[src/core/p23mx_defines.vh]
// register offsets, field positions, reset values and channel codes of the
// port-2 upper / port-3 pin function multiplexer.
// assumes a byte-addressed avalon-mm slave with one 32-bit word per register.
`ifndef P23MX_DEFINES_VH
`define P23MX_DEFINES_VH

// ****************************************************************
// register byte offsets
// ****************************************************************
`define P23MX_OFS_P2_OUT      6'h00
`define P23MX_OFS_P2_DIR      6'h04
`define P23MX_OFS_P2_SEL      6'h08
`define P23MX_OFS_P2_SEL2     6'h0c
`define P23MX_OFS_CMP_DIS     6'h10
`define P23MX_OFS_CMP_SEL     6'h14
`define P23MX_OFS_P2_IN       6'h18
`define P23MX_OFS_P3_OUT      6'h1c
`define P23MX_OFS_P3_DIR      6'h20
`define P23MX_OFS_P3_SEL      6'h24
`define P23MX_OFS_P3_IN       6'h28
`define P23MX_OFS_ANA_EN      6'h2c
`define P23MX_OFS_EXT_RES     6'h30

// ****************************************************************
// field positions
// ****************************************************************
`define P23MX_CMP_SEL_EN_BIT  3
`define P23MX_ANA_EN_A4_BIT   4
`define P23MX_ANA_EN_A5_BIT   5

// ****************************************************************
// comparator channel codes of the pins in this block
// ****************************************************************
`define P23MX_CMP_CH_P2_4     3'h1
`define P23MX_CMP_CH_P2_5     3'h5
`define P23MX_CMP_CH_P2_6     3'h6
`define P23MX_CMP_CH_P2_7     3'h7

// ****************************************************************
// reset values (crystal pins default to oscillator use)
// ****************************************************************
`define P23MX_RST_P2_DIR      8'hc0
`define P23MX_RST_P2_SEL      8'hc0
`define P23MX_RST_ZERO8       8'h00
`define P23MX_RST_CMP_SEL     4'h0

`endif

[src/core/p23mx_pin_cell.v]
// one pad cell: input synchroniser with gating, registered driver controls.
// assumes pad_in is asynchronous to clock; drive controls come from clock logic.
`timescale 1ns/10ps
`default_nettype none

module p23mx_pin_cell (
    input wire clock,
    input wire rst_n,
    input wire pad_in,
    input wire drive_val,
    input wire drive_en,
    input wire in_block,
    output reg pad_out,
    output reg pad_oe,
    output reg pin_val
);

    reg sync1_q;
    reg sync2_q;

    // ****************************************************************
    // input path: two flops, then the digital input gate into a third flop
    // ****************************************************************
    always @(posedge clock or negedge rst_n) begin
        if (!rst_n) begin
            sync1_q <= 1'b0;
            sync2_q <= 1'b0;
            pin_val <= 1'b0;
            pad_out <= 1'b0;
            pad_oe <= 1'b0;
        end else begin
            sync1_q <= pad_in;
            sync2_q <= sync1_q;
            // blocked input reads as zero so a floating analog level never toggles logic
            pin_val <= sync2_q & ~in_block;
            pad_out <= drive_val;
            pad_oe <= drive_en;
        end
    end

endmodule // p23mx_pin_cell

`default_nettype wire

[src/core/p23mx_top.v]
// pin function multiplexer for port-2 pins 4..7 and port-3 pins 0..5,
// with its control registers on an avalon-mm slave.
// assumes the serial interface, timer and analog blocks sit on the same clock.
`timescale 1ns/10ps
`default_nettype none
`include "p23mx_defines.vh"

module p23mx_top (
    input wire clock,
    input wire rst_n,
    input wire [5:0] avs_address,
    input wire avs_read,
    input wire avs_write,
    input wire [31:0] avs_writedata,
    input wire [3:0] avs_byteenable,
    output wire [31:0] avs_readdata,
    output wire avs_waitrequest,
    input wire [3:0] p2_pad_in,
    output wire [3:0] p2_pad_out,
    output wire [3:0] p2_pad_oe,
    input wire [5:0] p3_pad_in,
    output wire [5:0] p3_pad_out,
    output wire [5:0] p3_pad_oe,
    input wire timer0_ta2_out,
    input wire [5:0] sci_out,
    input wire [5:0] sci_oe,
    input wire serial_b_i2c_mode,
    output wire [5:0] sci_in,
    output wire [2:0] comparator_channel,
    output wire comparator_channel_valid,
    output wire [3:0] comparator_pin_connect,
    output wire [1:0] adc_pin_connect,
    output wire external_resistor_connect,
    output wire crystal_input_connect,
    output wire crystal_output_connect
);

    localparam NPIN = 10;
    localparam [7:0] RST_DIR = `P23MX_RST_P2_DIR;
    localparam [7:0] RST_SEL = `P23MX_RST_P2_SEL;

    // ****************************************************************
    // control registers
    // ****************************************************************
    reg [7:4] p2_out_q;
    reg [7:4] port2_direction_q;
    reg [7:4] port2_function_select_q;
    reg [7:4] port2_function_select_second_q;
    reg [7:4] comparator_port_disable_q;
    reg [3:0] comparator_input_select_q;
    reg [5:4] analog_input_enable_q;
    reg external_resistor_select_q;
    reg [5:0] p3_out_q;
    reg [5:0] port3_direction_q;
    reg [5:0] port3_function_select_q;
    reg done_q;
    reg [31:0] readdata_q;
    reg [31:0] rd_mux;

    wire req;
    wire wr_fire;
    wire [NPIN-1:0] pin_val;
    wire [NPIN-1:0] pad_in_all;
    wire [NPIN-1:0] pad_out_all;
    wire [NPIN-1:0] pad_oe_all;
    reg [NPIN-1:0] drv_val;
    reg [NPIN-1:0] drv_en;
    reg [NPIN-1:0] in_blk;
    reg [3:0] cmp_hit;
    reg [7:4] p2_fsel;
    reg analog;
    reg i2c_pin;
    integer k;

    // ****************************************************************
    // avalon-mm slave: one wait cycle, then the answer
    // ****************************************************************
    assign req = avs_read | avs_write;
    assign avs_waitrequest = req & ~done_q;
    assign wr_fire = avs_write & done_q & avs_byteenable[0];
    assign avs_readdata = readdata_q;

    always @* begin
        rd_mux = 32'h0000_0000;
        case (avs_address)
            `P23MX_OFS_P2_OUT: rd_mux[7:4] = p2_out_q;
            `P23MX_OFS_P2_DIR: rd_mux[7:4] = port2_direction_q;
            `P23MX_OFS_P2_SEL: rd_mux[7:4] = port2_function_select_q;
            `P23MX_OFS_P2_SEL2: rd_mux[7:4] = port2_function_select_second_q;
            `P23MX_OFS_CMP_DIS: rd_mux[7:4] = comparator_port_disable_q;
            `P23MX_OFS_CMP_SEL: rd_mux[3:0] = comparator_input_select_q;
            `P23MX_OFS_P2_IN: rd_mux[7:4] = pin_val[3:0];
            `P23MX_OFS_P3_OUT: rd_mux[5:0] = p3_out_q;
            `P23MX_OFS_P3_DIR: rd_mux[5:0] = port3_direction_q;
            `P23MX_OFS_P3_SEL: rd_mux[5:0] = port3_function_select_q;
            `P23MX_OFS_P3_IN: rd_mux[5:0] = pin_val[9:4];
            `P23MX_OFS_ANA_EN: rd_mux[5:4] = analog_input_enable_q;
            `P23MX_OFS_EXT_RES: rd_mux[0] = external_resistor_select_q;
            default: rd_mux = 32'h0000_0000;
        endcase
    end

    always @(posedge clock or negedge rst_n) begin
        if (!rst_n) begin
            done_q <= 1'b0;
            readdata_q <= 32'h0000_0000;
        end else begin
            done_q <= req & ~done_q;
            if (avs_read & ~done_q) begin
                readdata_q <= rd_mux;
            end
        end
    end

    always @(posedge clock or negedge rst_n) begin
        if (!rst_n) begin
            p2_out_q <= 4'h0;
            port2_direction_q <= RST_DIR[7:4];
            port2_function_select_q <= RST_SEL[7:4];
            port2_function_select_second_q <= 4'h0;
            comparator_port_disable_q <= 4'h0;
            comparator_input_select_q <= `P23MX_RST_CMP_SEL;
            analog_input_enable_q <= 2'h0;
            external_resistor_select_q <= 1'b0;
            p3_out_q <= 6'h00;
            port3_direction_q <= 6'h00;
            port3_function_select_q <= 6'h00;
        end else if (wr_fire) begin
            case (avs_address)
                `P23MX_OFS_P2_OUT: p2_out_q <= avs_writedata[7:4];
                `P23MX_OFS_P2_DIR: port2_direction_q <= avs_writedata[7:4];
                `P23MX_OFS_P2_SEL: port2_function_select_q <= avs_writedata[7:4];
                `P23MX_OFS_P2_SEL2: port2_function_select_second_q <= avs_writedata[7:4];
                `P23MX_OFS_CMP_DIS: comparator_port_disable_q <= avs_writedata[7:4];
                `P23MX_OFS_CMP_SEL: comparator_input_select_q <= avs_writedata[3:0];
                `P23MX_OFS_P3_OUT: p3_out_q <= avs_writedata[5:0];
                `P23MX_OFS_P3_DIR: port3_direction_q <= avs_writedata[5:0];
                `P23MX_OFS_P3_SEL: port3_function_select_q <= avs_writedata[5:0];
                `P23MX_OFS_ANA_EN: analog_input_enable_q <= avs_writedata[5:4];
                `P23MX_OFS_EXT_RES: external_resistor_select_q <= avs_writedata[0];
                default: ;
            endcase
        end
    end

    // ****************************************************************
    // comparator channel decode
    // ****************************************************************
    always @* begin
        cmp_hit = 4'h0;
        if (comparator_input_select_q[`P23MX_CMP_SEL_EN_BIT]) begin
            cmp_hit[0] = comparator_input_select_q[2:0] == `P23MX_CMP_CH_P2_4;
            cmp_hit[1] = comparator_input_select_q[2:0] == `P23MX_CMP_CH_P2_5;
            cmp_hit[2] = comparator_input_select_q[2:0] == `P23MX_CMP_CH_P2_6;
            cmp_hit[3] = comparator_input_select_q[2:0] == `P23MX_CMP_CH_P2_7;
        end
    end

    // ****************************************************************
    // per-pin function routing (bits 0..3 port-2 pins 4..7, 4..9 port-3)
    // ****************************************************************
    always @* begin
        p2_fsel = port2_function_select_q & ~port2_function_select_second_q;
        drv_val = {NPIN{1'b0}};
        drv_en = {NPIN{1'b0}};
        in_blk = {NPIN{1'b0}};
        analog = 1'b0;
        i2c_pin = 1'b0;
        // pin 2.4: io or timer output, analog a4 or comparator
        analog = comparator_port_disable_q[4] | analog_input_enable_q[`P23MX_ANA_EN_A4_BIT];
        drv_val[0] = p2_fsel[4] ? timer0_ta2_out : p2_out_q[4];
        drv_en[0] = port2_direction_q[4] & ~analog;
        in_blk[0] = analog | cmp_hit[0];
        // pin 2.5: io, ground drive, external resistor or comparator
        analog = comparator_port_disable_q[5] | external_resistor_select_q;
        drv_val[1] = p2_fsel[5] ? 1'b0 : p2_out_q[5];
        drv_en[1] = port2_direction_q[5] & ~analog;
        in_blk[1] = analog | cmp_hit[1];
        // pins 2.6 and 2.7: io, crystal or comparator
        for (k = 6; k < 8; k = k + 1) begin
            analog = comparator_port_disable_q[k] | p2_fsel[k];
            drv_val[k-4] = p2_out_q[k];
            drv_en[k-4] = port2_direction_q[k] & ~analog;
            in_blk[k-4] = analog | cmp_hit[k-4];
        end
        // port-3 pins: io or serial interface, pin 3.0 also analog a5
        for (k = 0; k < 6; k = k + 1) begin
            analog = (k == 0) & analog_input_enable_q[`P23MX_ANA_EN_A5_BIT];
            i2c_pin = serial_b_i2c_mode & ((k == 1) | (k == 2));
            if (port3_function_select_q[k]) begin
                if (i2c_pin) begin
                    drv_val[k+4] = 1'b0;
                    drv_en[k+4] = sci_oe[k] & ~sci_out[k];
                end else begin
                    drv_val[k+4] = sci_out[k];
                    drv_en[k+4] = sci_oe[k];
                end
            end else begin
                drv_val[k+4] = p3_out_q[k];
                drv_en[k+4] = port3_direction_q[k];
            end
            if (analog) begin
                drv_en[k+4] = 1'b0;
                in_blk[k+4] = 1'b1;
            end
        end
    end

    // ****************************************************************
    // pad cells
    // ****************************************************************
    assign pad_in_all = {p3_pad_in, p2_pad_in};

    genvar g;
    generate
        for (g = 0; g < NPIN; g = g + 1) begin : g_pin
            p23mx_pin_cell u_cell (
                .clock(clock),
                .rst_n(rst_n),
                .pad_in(pad_in_all[g]),
                .drive_val(drv_val[g]),
                .drive_en(drv_en[g]),
                .in_block(in_blk[g]),
                .pad_out(pad_out_all[g]),
                .pad_oe(pad_oe_all[g]),
                .pin_val(pin_val[g])
            );
        end
    endgenerate

    assign p2_pad_out = pad_out_all[3:0];
    assign p2_pad_oe = pad_oe_all[3:0];
    assign p3_pad_out = pad_out_all[9:4];
    assign p3_pad_oe = pad_oe_all[9:4];
    assign sci_in = pin_val[9:4];

    // ****************************************************************
    // analog and oscillator connections, straight from the registers
    // ****************************************************************
    assign comparator_channel = comparator_input_select_q[2:0];
    assign comparator_channel_valid = comparator_input_select_q[`P23MX_CMP_SEL_EN_BIT];
    assign comparator_pin_connect = comparator_port_disable_q;
    assign adc_pin_connect = analog_input_enable_q;
    assign external_resistor_connect = external_resistor_select_q;
    assign crystal_input_connect = p2_fsel[6] & ~comparator_port_disable_q[6];
    assign crystal_output_connect = p2_fsel[7] & ~comparator_port_disable_q[7];

endmodule // p23mx_top

`default_nettype wire

[config.mk]
export PLATFORM = sky130hd
export DESIGN_NAME = p23mx_top
export DESIGN_NICKNAME = d
export VERILOG_FILES = /design/src/core/p23mx_pin_cell.v /design/src/core/p23mx_top.v
export VERILOG_INCLUDE_DIRS = /design/src /design/src/core
export SDC_FILE = /design/constraint.sdc
export NUM_CORES = 1
export LEC_CHECK = 0
export ABC_AREA = 1
export BUFFER_PORTS_ARGS = -buffer_cell sky130_fd_sc_hd__buf_4
export CAP_MARGIN = 20
export CORE_MARGIN = 2
export CORE_UTILIZATION = 50
export CTS_BUF_LIST = sky130_fd_sc_hd__clkbuf_16
export CTS_CLUSTER_DIAMETER = 120
export CTS_CLUSTER_SIZE = 24
export DETAILED_ROUTE_END_ITERATION = 10
export GPL_TIMING_DRIVEN = 0
export PLACE_DENSITY = 0.89
export RECOVER_POWER = 25
export SYNTH_ARGS = -nofsm -noshare
export SYNTH_HDL_FRONTEND = slang
export SYNTH_HIERARCHICAL = 1
export SYNTH_SLANG_ARGS = --single-unit
[constraint.sdc]
create_clock -name clock -period 1.45 [get_ports clock]
set_input_delay 0.145 -clock clock [delete_from_list [all_inputs] [get_ports clock]]
set_output_delay 0.145 -clock clock [all_outputs]
set_load 0.005 [all_outputs]
# Word-level counts from Yosys, hierarchy flattened

Index checks and enable logic that the tools add are counted.

$add $sub $neg: 0
Multiply operators: 0
Div/mod/pow operators: 0
Order comparisons: 0
Eq/ne operators: 16
Shift operators: 0
Muxes and demuxes: 25
Bitwise logic cells: 42
Reduce and logical (&&, ||, !) cells: 12

Operators by type and width:

| kind                                           | number |
|---|---|
| == test 6 bit (second input constant)          | 5 |
| == test 6 x 5 -> 1 bit (second input constant) | 4 |
| one-hot mux 2 bit (11 select lines)            | 1 |
| AND reduction 2 bit                            | 11 |
| two-way mux 1 bit                              | 20 |
| bitwise AND 1 bit                              | 17 |
| one-hot mux 3 bit (5 select lines)             | 1 |
| NOT 1 bit                                      | 14 |
| == test 6 x 4 -> 1 bit (second input constant) | 2 |
| one-hot mux 2 bit (6 select lines)             | 1 |
| == test 3 bit (second input constant)          | 3 |
| bitwise OR 1 bit                               | 9 |
| == test 6 x 3 -> 1 bit (second input constant) | 1 |
| logical NOT 6 bit                              | 1 |
| one-hot mux 1 bit (6 select lines)             | 1 |
| bitwise AND 4 bit                              | 1 |
| two-way mux 4 bit                              | 1 |
| NOT 4 bit                                      | 1 |
| == test 3 x 1 -> 1 bit (second input constant) | 1 |

Register bits: 104
Bits in latches: 0
Bits in writable memories: 0
Bits in read-only memories: 0
Bits of input ports: 70
Output and inout port bits: 72
Memories kept: 0

# Logic depth before layout (Yosys ltp)

Gate-level depths: netlist of run 1.

Word-level depth: 6
Gate-level depth with buffers: 10

# Hierarchy

Netlist of run 1, hierarchy kept.

By module, submodules not included:

| module         | instances | cells each | area an instance (um^2) |
|---|---|---|---|
| p23mx_top      | 1         | 425        | 3144.3 |
| p23mx_pin_cell | 10        | 7          | 135.1 |

# Worst setup path after synthesis of run 1

OpenSTA, ideal clock, no wires.

Path kind: flip-flop to flip-flop
From: register done_q
To: register port3_direction_q[4]
Library setup time: 125 ps
Arrival: 1112 ps
Data required time: 1325 ps
Slack: 212 ps
Stages on the path, launching flop included: 8
Path buffers: 2
Period minus slack after synthesis: 1238 ps
Path through: dfrtp_1 -> nand3_1 -> inv_1 -> buf_2 -> nand2_1 -> buf_2 -> nand2_1 -> o21ai_1

Longest elaborated chain between the ends: 3

Ends and longest elaborated chain:

| item                           | line            | source |
|---|---|---|
| start, declared                | p23mx_top.v:56  | `reg done_q;` |
| start signal, assigned         | p23mx_top.v:108 | `done_q <= req & ~done_q;` |
| bitwise AND 1 bit (2 in a row) | p23mx_top.v:80  | `assign wr_fire = avs_write & done_q & avs_byteenable[0];` |
| AND reduction 2 bit (no line)  | n/a             |  |
| end signal, assigned           | p23mx_top.v:137 | `` `P23MX_OFS_P3_DIR: port3_direction_q <= avs_writedata[5:0]; `` |
| end, declared                  | p23mx_top.v:54  | `reg [5:0] port3_direction_q;` |

No other way between the ends.
A chain may end at the register's enable or synchronous reset.

# Worst setup path after layout of run 1

From: register port2_function_select_q[6] (netlist name)
To: register g_pin[2].u_cell.pin_val

Longest elaborated chain between the ends: 5

Ends and longest elaborated chain:

| item                   | line                | source |
|---|---|---|
| start, declared        | p23mx_top.v:47      | `reg [7:4] port2_function_select_q;` |
| start signal, assigned | p23mx_top.v:119     | `port2_function_select_q <= RST_SEL[7:4];` |
| start signal, assigned | p23mx_top.v:132     | `` `P23MX_OFS_P2_SEL: port2_function_select_q <= avs_writedata[7:4]; `` |
| bitwise AND 4 bit      | p23mx_top.v:163     | `p2_fsel = port2_function_select_q & ~port2_function_select_second_q;` |
| bitwise OR 1 bit       | p23mx_top.v:181     | `analog = comparator_port_disable_q[k] \| p2_fsel[k];` |
| bitwise OR 1 bit       | p23mx_top.v:184     | `in_blk[k-4] = analog \| cmp_hit[k-4];` |
| named net in_blk[2]    | p23mx_top.v:68      | `reg [NPIN-1:0] in_blk;` |
| NOT 1 bit              | p23mx_pin_cell.v:35 | `pin_val <= sync2_q & ~in_block;` |
| bitwise AND 1 bit      | p23mx_pin_cell.v:35 |  |
| end signal, assigned   | p23mx_pin_cell.v:35 |  |
| end, declared          | p23mx_pin_cell.v:15 | `output reg pin_val` |

The timed path passes the listed nets, and every way through them passes these cells.

==> results of run 1 <==
==> stage by stage <==
stage	setup WS (ns)	power [mW]
3_5_place_dp	-0.0804	3.99
2_1_floorplan	0.212	3.56
4_1_cts	0.0335	6.46
5_1_grt	0.00819	6.66
6_report	0.0821	6.42
3_3_place_gp	-0.0425	3.95
==> state kept, by name (all words and copies together), names as in the netlist <==
name                            flops
g_pin.u_cell/pad_oe                10
port3_function_select_q             6
port2_function_select_q             4
external_resistor_connect           1
port2_function_select_second_q      4
g_pin.u_cell/pin_val               10
adc_pin_connect                     2
g_pin.u_cell/sync2_q               10
port2_direction_q                   4
p2_out_q                            4
done_q                              1
port3_direction_q                   6
g_pin.u_cell/sync1_q               10
g_pin.u_cell/pad_out               10
avs_readdata                        8
comparator_input_select_q           4
comparator_pin_connect              4
p3_out_q                            6
==> synthesized netlist by cell type (4+ instances only) <==
| library cell | count | area share |
|---|---|---|
| a21oi_1 | 15 | 0.017 |
| nand2_2 | 6 | 0.0084 |
| nor2_2 | 16 | 0.022 |
| o21ai_0 | 35 | 0.039 |
| inv_1 | 51 | 0.043 |
| dfrtp_1 | 100 | 0.56 |
| o21ai_1 | 21 | 0.023 |
| mux2_2 | 4 | 0.010 |
| inv_2 | 5 | 0.0042 |
| nor3_1 | 8 | 0.0089 |
| nor2_4 | 6 | 0.015 |
| nand2_1 | 112 | 0.094 |
| nand4_1 | 7 | 0.0097 |
| nand3_1 | 22 | 0.024 |
| buf_4 | 32 | 0.053 |
| dfstp_2 | 4 | 0.023 |
| nor2_1 | 38 | 0.032 |
| buf_2 | 5 | 0.0056 |
==> cells by family after synthesis <==
family	count (synthesis)	share of synthesized area
muxes	4	0.0100
DFF	104	0.580
AOI/OAI and AO/OA	77	0.0885
other	1	0.000834
buffers and inverters	94	0.107
and+or+nand+nor	215	0.214
==> how the worst max path moves through the flow <==
stage                          startpoint                                 to  slack (ns)  depth (start not counted)
2_1_floorplan                      done_q               port3_direction_q[4]        0.21                          7
4_1_cts        port2_function_select_q[6]              crystal_input_connect        0.03                          3
3_5_place_dp                       done_q               port2_direction_q[5]       -0.08                          6
3_3_place_gp                       done_q               port2_direction_q[4]       -0.04                          6
6_report       port2_function_select_q[6]            g_pin[2].u_cell/pin_val        0.08                          4
5_1_grt                            done_q  port2_function_select_second_q[4]       0.008                          6
==> repair_timing <==
action / 4_1_cts / 5_1_grt
endpoints found under the hold margin: 59 / 0
endpoints found under the setup margin: 22 / 15
resized for setup: 3 / 8
hold buffers: 13 / 0
==> final cells by class <==
cell class | instances | area [um2] | share of cell area
flip-flops and latches | 104 | 2610 | 0.441
multi-input cells | 325 | 1540 | 0.260
repair buffers | 104 | 833 | 0.141
plain buffers | 38 | 282 | 0.0477
clock buffers | 9 | 225 | 0.0381
inverters | 56 | 210 | 0.0356
well taps | 108 | 135 | 0.0229
clock inverters | 7 | 77.6 | 0.0131
==> layer usage <==
metal	wire (um)	up-vias	GRT usage
li1	-	1798	-
met1	4530	1777	0.305
met2	5410	155	0.387
met3	639	22	0.0355
met4	214	0	0.0864
met5	0	-	0
==> critical path, cell delays in order (launching register included) <==
cell	delay, ns
dfstp_2	0.54
inv_1	0.07
o21ai_0	0.38
o21bai_1	0.20
nor2_2	0.07
==> where the power goes <==
part | switching, mW | internal, mW | total (mW) | leakage, nW
Sequential | 0.122 | 3.08 | 3.21 | 1.34
Combinational | 0.384 | 0.384 | 0.768 | 1.55
Clock | 1.09 | 1.35 | 2.45 | 0.142
Total | 1.60 | 4.82 | 6.42 | 3.03
==> flow_summary.ini, run 1 <==
[timing]
worstMarginPinSlew_ns = 0.673
drv_slew = 0
grt_setup_unrepaired = no
setup_tns_ns = 0
fin_skew_ns = 0.00632
fin_crit_sh = 0.943
finalSetupViolations = 0
hold_viol = 0
post-route-min-period_ns = 1.37
fmax_ghz = 0.731
hold_slack_ns = 0.0293
relSlewSlack = 0.551

[job]
max-cap-violations = 0

[cts]
clockBufferDepth = 2
h-tree-depth = 3
cts_buffers = 9
cts_tree = done
cts-root-buf = clkbuf_16
cts.sinks = 104
clk_pin_slew_ns = 0.07
clock_latency_ns = 0.34
post_cts_buffers = 0

[grt]
grt_max_degree = 58
grt_usage = 0.231
grt_pass1_wl_um = 17700
antenna_found_initial = 0
gr-total-overflow = 0
grt_pass1_vias = 3653

[logic_synthesis]
synth_ff_type = dfrtp_1
ys_types = 24
netlist_area_um2 = 4500
syn_inst = 495
synth-seq-area-share = 0.580
synth-async-reset-ratio = 1.00
yosysWarnings = 6
postSynthAreaPerCell_um2 = 9.08
synth_seq_cells = 104
synth_edf_count = 0

[finish]
final_area_um2 = 5910
layout-drive-gt1-share = 0.292
diodes = 0
fill_cells = 693
final_cell_count_no_fill = 751
final_nets = 708
layout_commonest_cell = nand2_1
area_growth_pct = 31.4
final_util = 0.677
mostFrequentLayoutCells = 112 x nand2_1, 111 x buf_4, 100 x dfrtp_1

[power]
p_per_area_nw_per_um2 = 1090
p_leak_nw = 3.03
irDropWorstVdd_uv = 818

[critical_path]
worst_setup_path_end_kind = flop
crit_arrival_ns = 1.60
reg2reg_depth = 4
r2r-start = port2_function_select_q[6]
reg2reg_to = g_pin[2].u_cell/pin_val
crit_type = reg -> reg
required_ns = 1.68
critical_path.max_fanout = 3
start_kind = flop
reg2reg_slack_ns = 0.08

[hold_path]
hold_depth = 3
min_path_type = in -> reg
hp-start = sci_oe[1]
hold_end = g_pin[5].u_cell/pad_oe

[drt]
drt_first_iter_violations = 235
ant_nets = 0
drc = 0
wirelength_um = 10800
vias_per_cell = 5.00
vias = 3752
wl_per_cell_um = 14.4
dr.pass1.iters = 5

[die]
coreArea_um2 = 8720
ios = 142
start_util = 0.515
rows = 34
die_area_um2 = 9770
dieHeight_um = 98.8
fp.dieW_um = 98.8

[place]
portBuffers = 90
gp_congestion = 0.863
dpl-instance-area_um2 = 5440
dpl.cell_count = 722
hpwl_um = 7890

[status]
outcome = completed
Note: power is estimated with default switching activity, not from simulation.
==> inputs of run 2 (changes only) <==
Settings changed: CAP_MARGIN 20 to 40, PLACE_DENSITY 0.89 to 0.88, SYNTH_HIERARCHICAL 1 to unset.
==> run 2 against run 1 <==
  * Global-route usage fell by 0.63 points
  * Via count increased by 1.4%
  * First-iteration DRC count rose by 16%
  * Highest routed layer unchanged
  * Critical endpoint is now crystal_input_connect
  * Critical path type is now reg -> out
  * Cell area is 3.0% higher
  * Non-clock buffer count grew 17
  * Largest power group unchanged
  * Final cell count fell by 1.3%
  * Largest cell class unchanged
  * Sequential power barely moved
  * Combinational power is 3.0% higher
==> flow_summary.ini, run 2 <==
[status]
outcome = completed

[finish]
mostFrequentLayoutCells = 132 x buf_4, 100 x dfrtp_1, 99 x nand2_1
final_area_um2 = 6080
final_nets = 695
fill_cells = 695
diodes = 0
layout-drive-gt1-share = 0.360
area_growth_pct = 29.3
layout_commonest_cell = buf_4

[grt]
grt_pass1_wl_um = 17800
gr-total-overflow = 0
grt_usage = 0.224
grt_max_degree = 56
antenna_found_initial = 0
grt_pass1_vias = 3708

[power]
irDropWorstVdd_uv = 709
p_leak_nw = 3.11
p_per_area_nw_per_um2 = 1070

[drt]
vias = 3804
m1WireLength_um = 4400
vias_per_cell = 5.13
drt_first_iter_violations = 273
ant_nets = 0
wirelength_um = 11000
wl_met3_um = 659
wl_met2_um = 5620
dr.pass1.iters = 5
wl_per_cell_um = 14.8
drc = 0
routed.top_layer = met4

[cts]
cts_buffers = 9
h-tree-depth = 3
clk_pin_slew_ns = 0.07
clock_latency_ns = 0.34
post_cts_buffers = 0
cts-root-buf = clkbuf_16
clockBufferDepth = 2
cts_tree = done
cts.sinks = 104

[logic_synthesis]
synth-seq-area-share = 0.554
synth-async-reset-ratio = 1.00
ys_types = 31
yosysMostFrequentCell = nand2_1
synthTopCellsByCount = 101 x nand2_1, 100 x dfrtp_1, 53 x buf_4
yosys.area.top_type = dfrtp_1
yosys-top-cells-area = dfrtp_1 53%, buf_4 8.5%, nand2_1 8.1%, nand3_1 3.6%, o21ai_2 3.4%
netlist_area_um2 = 4710
synth_ff_type = dfrtp_1
synth_seq_cells = 104
postSynthAreaPerCell_um2 = 9.62
synth_edf_count = 0
syn_inst = 489
yosysWarnings = 0
synth_top_area_frac = 0.532

[die]
fp.dieW_um = 101
ios = 142
die_area_um2 = 10200
start_util = 0.512
dieHeight_um = 101
rows = 35
coreArea_um2 = 9200

[critical_path]
required_ns = 1.31
reg2reg_depth = 6
crit_arrival_ns = 1.25
crit_slowest_cell = dfstp_2
slowest_delay_ns = 0.53
crit_chain = inv_1, nor3_1, buf_4
start_kind = flop
critical_path.max_fanout = 3
worst_setup_path_end_kind = output port
crit_type = reg -> out

[timing]
fmax_ghz = 0.715
fin_crit_sh = 0.965
worstMarginPinSlew_ns = 0.718
finalSetupViolations = 0
fin_skew_ns = 0.00606
hold_viol = 0
post-route-min-period_ns = 1.40
hold_slack_ns = 0.0138
relSlewSlack = 0.521
drv_slew = 0

[job]
max-cap-violations = 0

[place]
gp_congestion = 0.876
hpwl_um = 8090
portBuffers = 90
dpl-instance-area_um2 = 5630

[hold_path]
hold_depth = 3
min_path_type = in -> reg
-- run 2: stage by stage --
step / setup TNS (ns) / instances / setup slack, ns / power (mW) / utilization
finish: 0 / 741 / 0.0507 / 6.50 / 0.662
global route: -0.0575 / 741 / -0.0575 / 6.74 / 0.662
CTS: 0 / 741 / 0.0197 / 6.53 / 0.659
floorplan: 0 / 512 / 0.241 / 3.59 / -
global placement: -0.0499 / 713 / -0.0142 / 3.96 / 0.610
detailed placement: -0.373 / 714 / -0.0923 / 4.01 / 0.613
-- run 2: layer usage --
layer / vias to the layer above / track usage
met2: 168 / 0.389
met3: 33 / 0.0312
met4: 0 / 0.0915
li1: 1778 / -
met1: 1825 / 0.284
met5: - / 0
-- run 2: report_power, final --
part / leakage (nW) / switching (mW) / internal (mW)
Combinational: 1.61 / 0.384 / 0.408
Sequential: 1.35 / 0.121 / 3.08
Clock: 0.152 / 1.01 / 1.50
-- run 2: timing repair --
item | 4_1_cts | 5_1_grt
hold endpoints to repair | 59 | 0
pin swaps | 0 | 0
setup endpoints to repair | 22 | 27
gates resized for setup | 3 | 5
hold buffers | 11 | 0
-- run 2: cell families (layout without fill, tap and decap cells) --
kind of cell,Yosys count,in the layout,synth area share
flip-flops,104,104,0.554
buffers and inverters,97,215,0.125
other,1,24,0.000797
multiplexers,5,5,0.0120
AND/OR/NAND/NOR,209,209,0.214
AO/OA/AOI/OAI,73,73,0.0939
-- run 2: final timing paths --
path	start	to	slack, ns
setup / recovery	port2_function_select_q[6]	crystal_input_connect	0.05
hold / removal	sci_out[3]	g_pin[7].u_cell.pad_out	0.01
setup reg to reg	done_q	port3_direction_q[2]	0.08
hold reg to reg	g_pin[8].u_cell.sync1_q	g_pin[8].u_cell.sync2_q	0.35
max in group asynchronous	rst_n	port2_function_select_q[6]	0.24
min in group asynchronous	rst_n	comparator_input_select_q[1]	0.46
-- run 2: worst max-delay path, delay by kind of cell, from the launching register on --
family / cells / cell delay, ns
AND/OR/NAND/NOR: 1 / 0.16
flip-flops: 1 / 0.53
buffers and inverters: 2 / 0.22
-- run 2: final cells by class --
cell class / instances / area (um2) / share of cell area
multi-input combinational: 311 / 1620 / 0.266
buffer: 57 / 443 / 0.0728
inverter: 40 / 153 / 0.0251
tap: 111 / 139 / 0.0228
timing repair buffer: 102 / 813 / 0.134
clock inverter: 7 / 85.1 / 0.0140
clock buffer: 9 / 225 / 0.0370
sequential: 104 / 2610 / 0.429
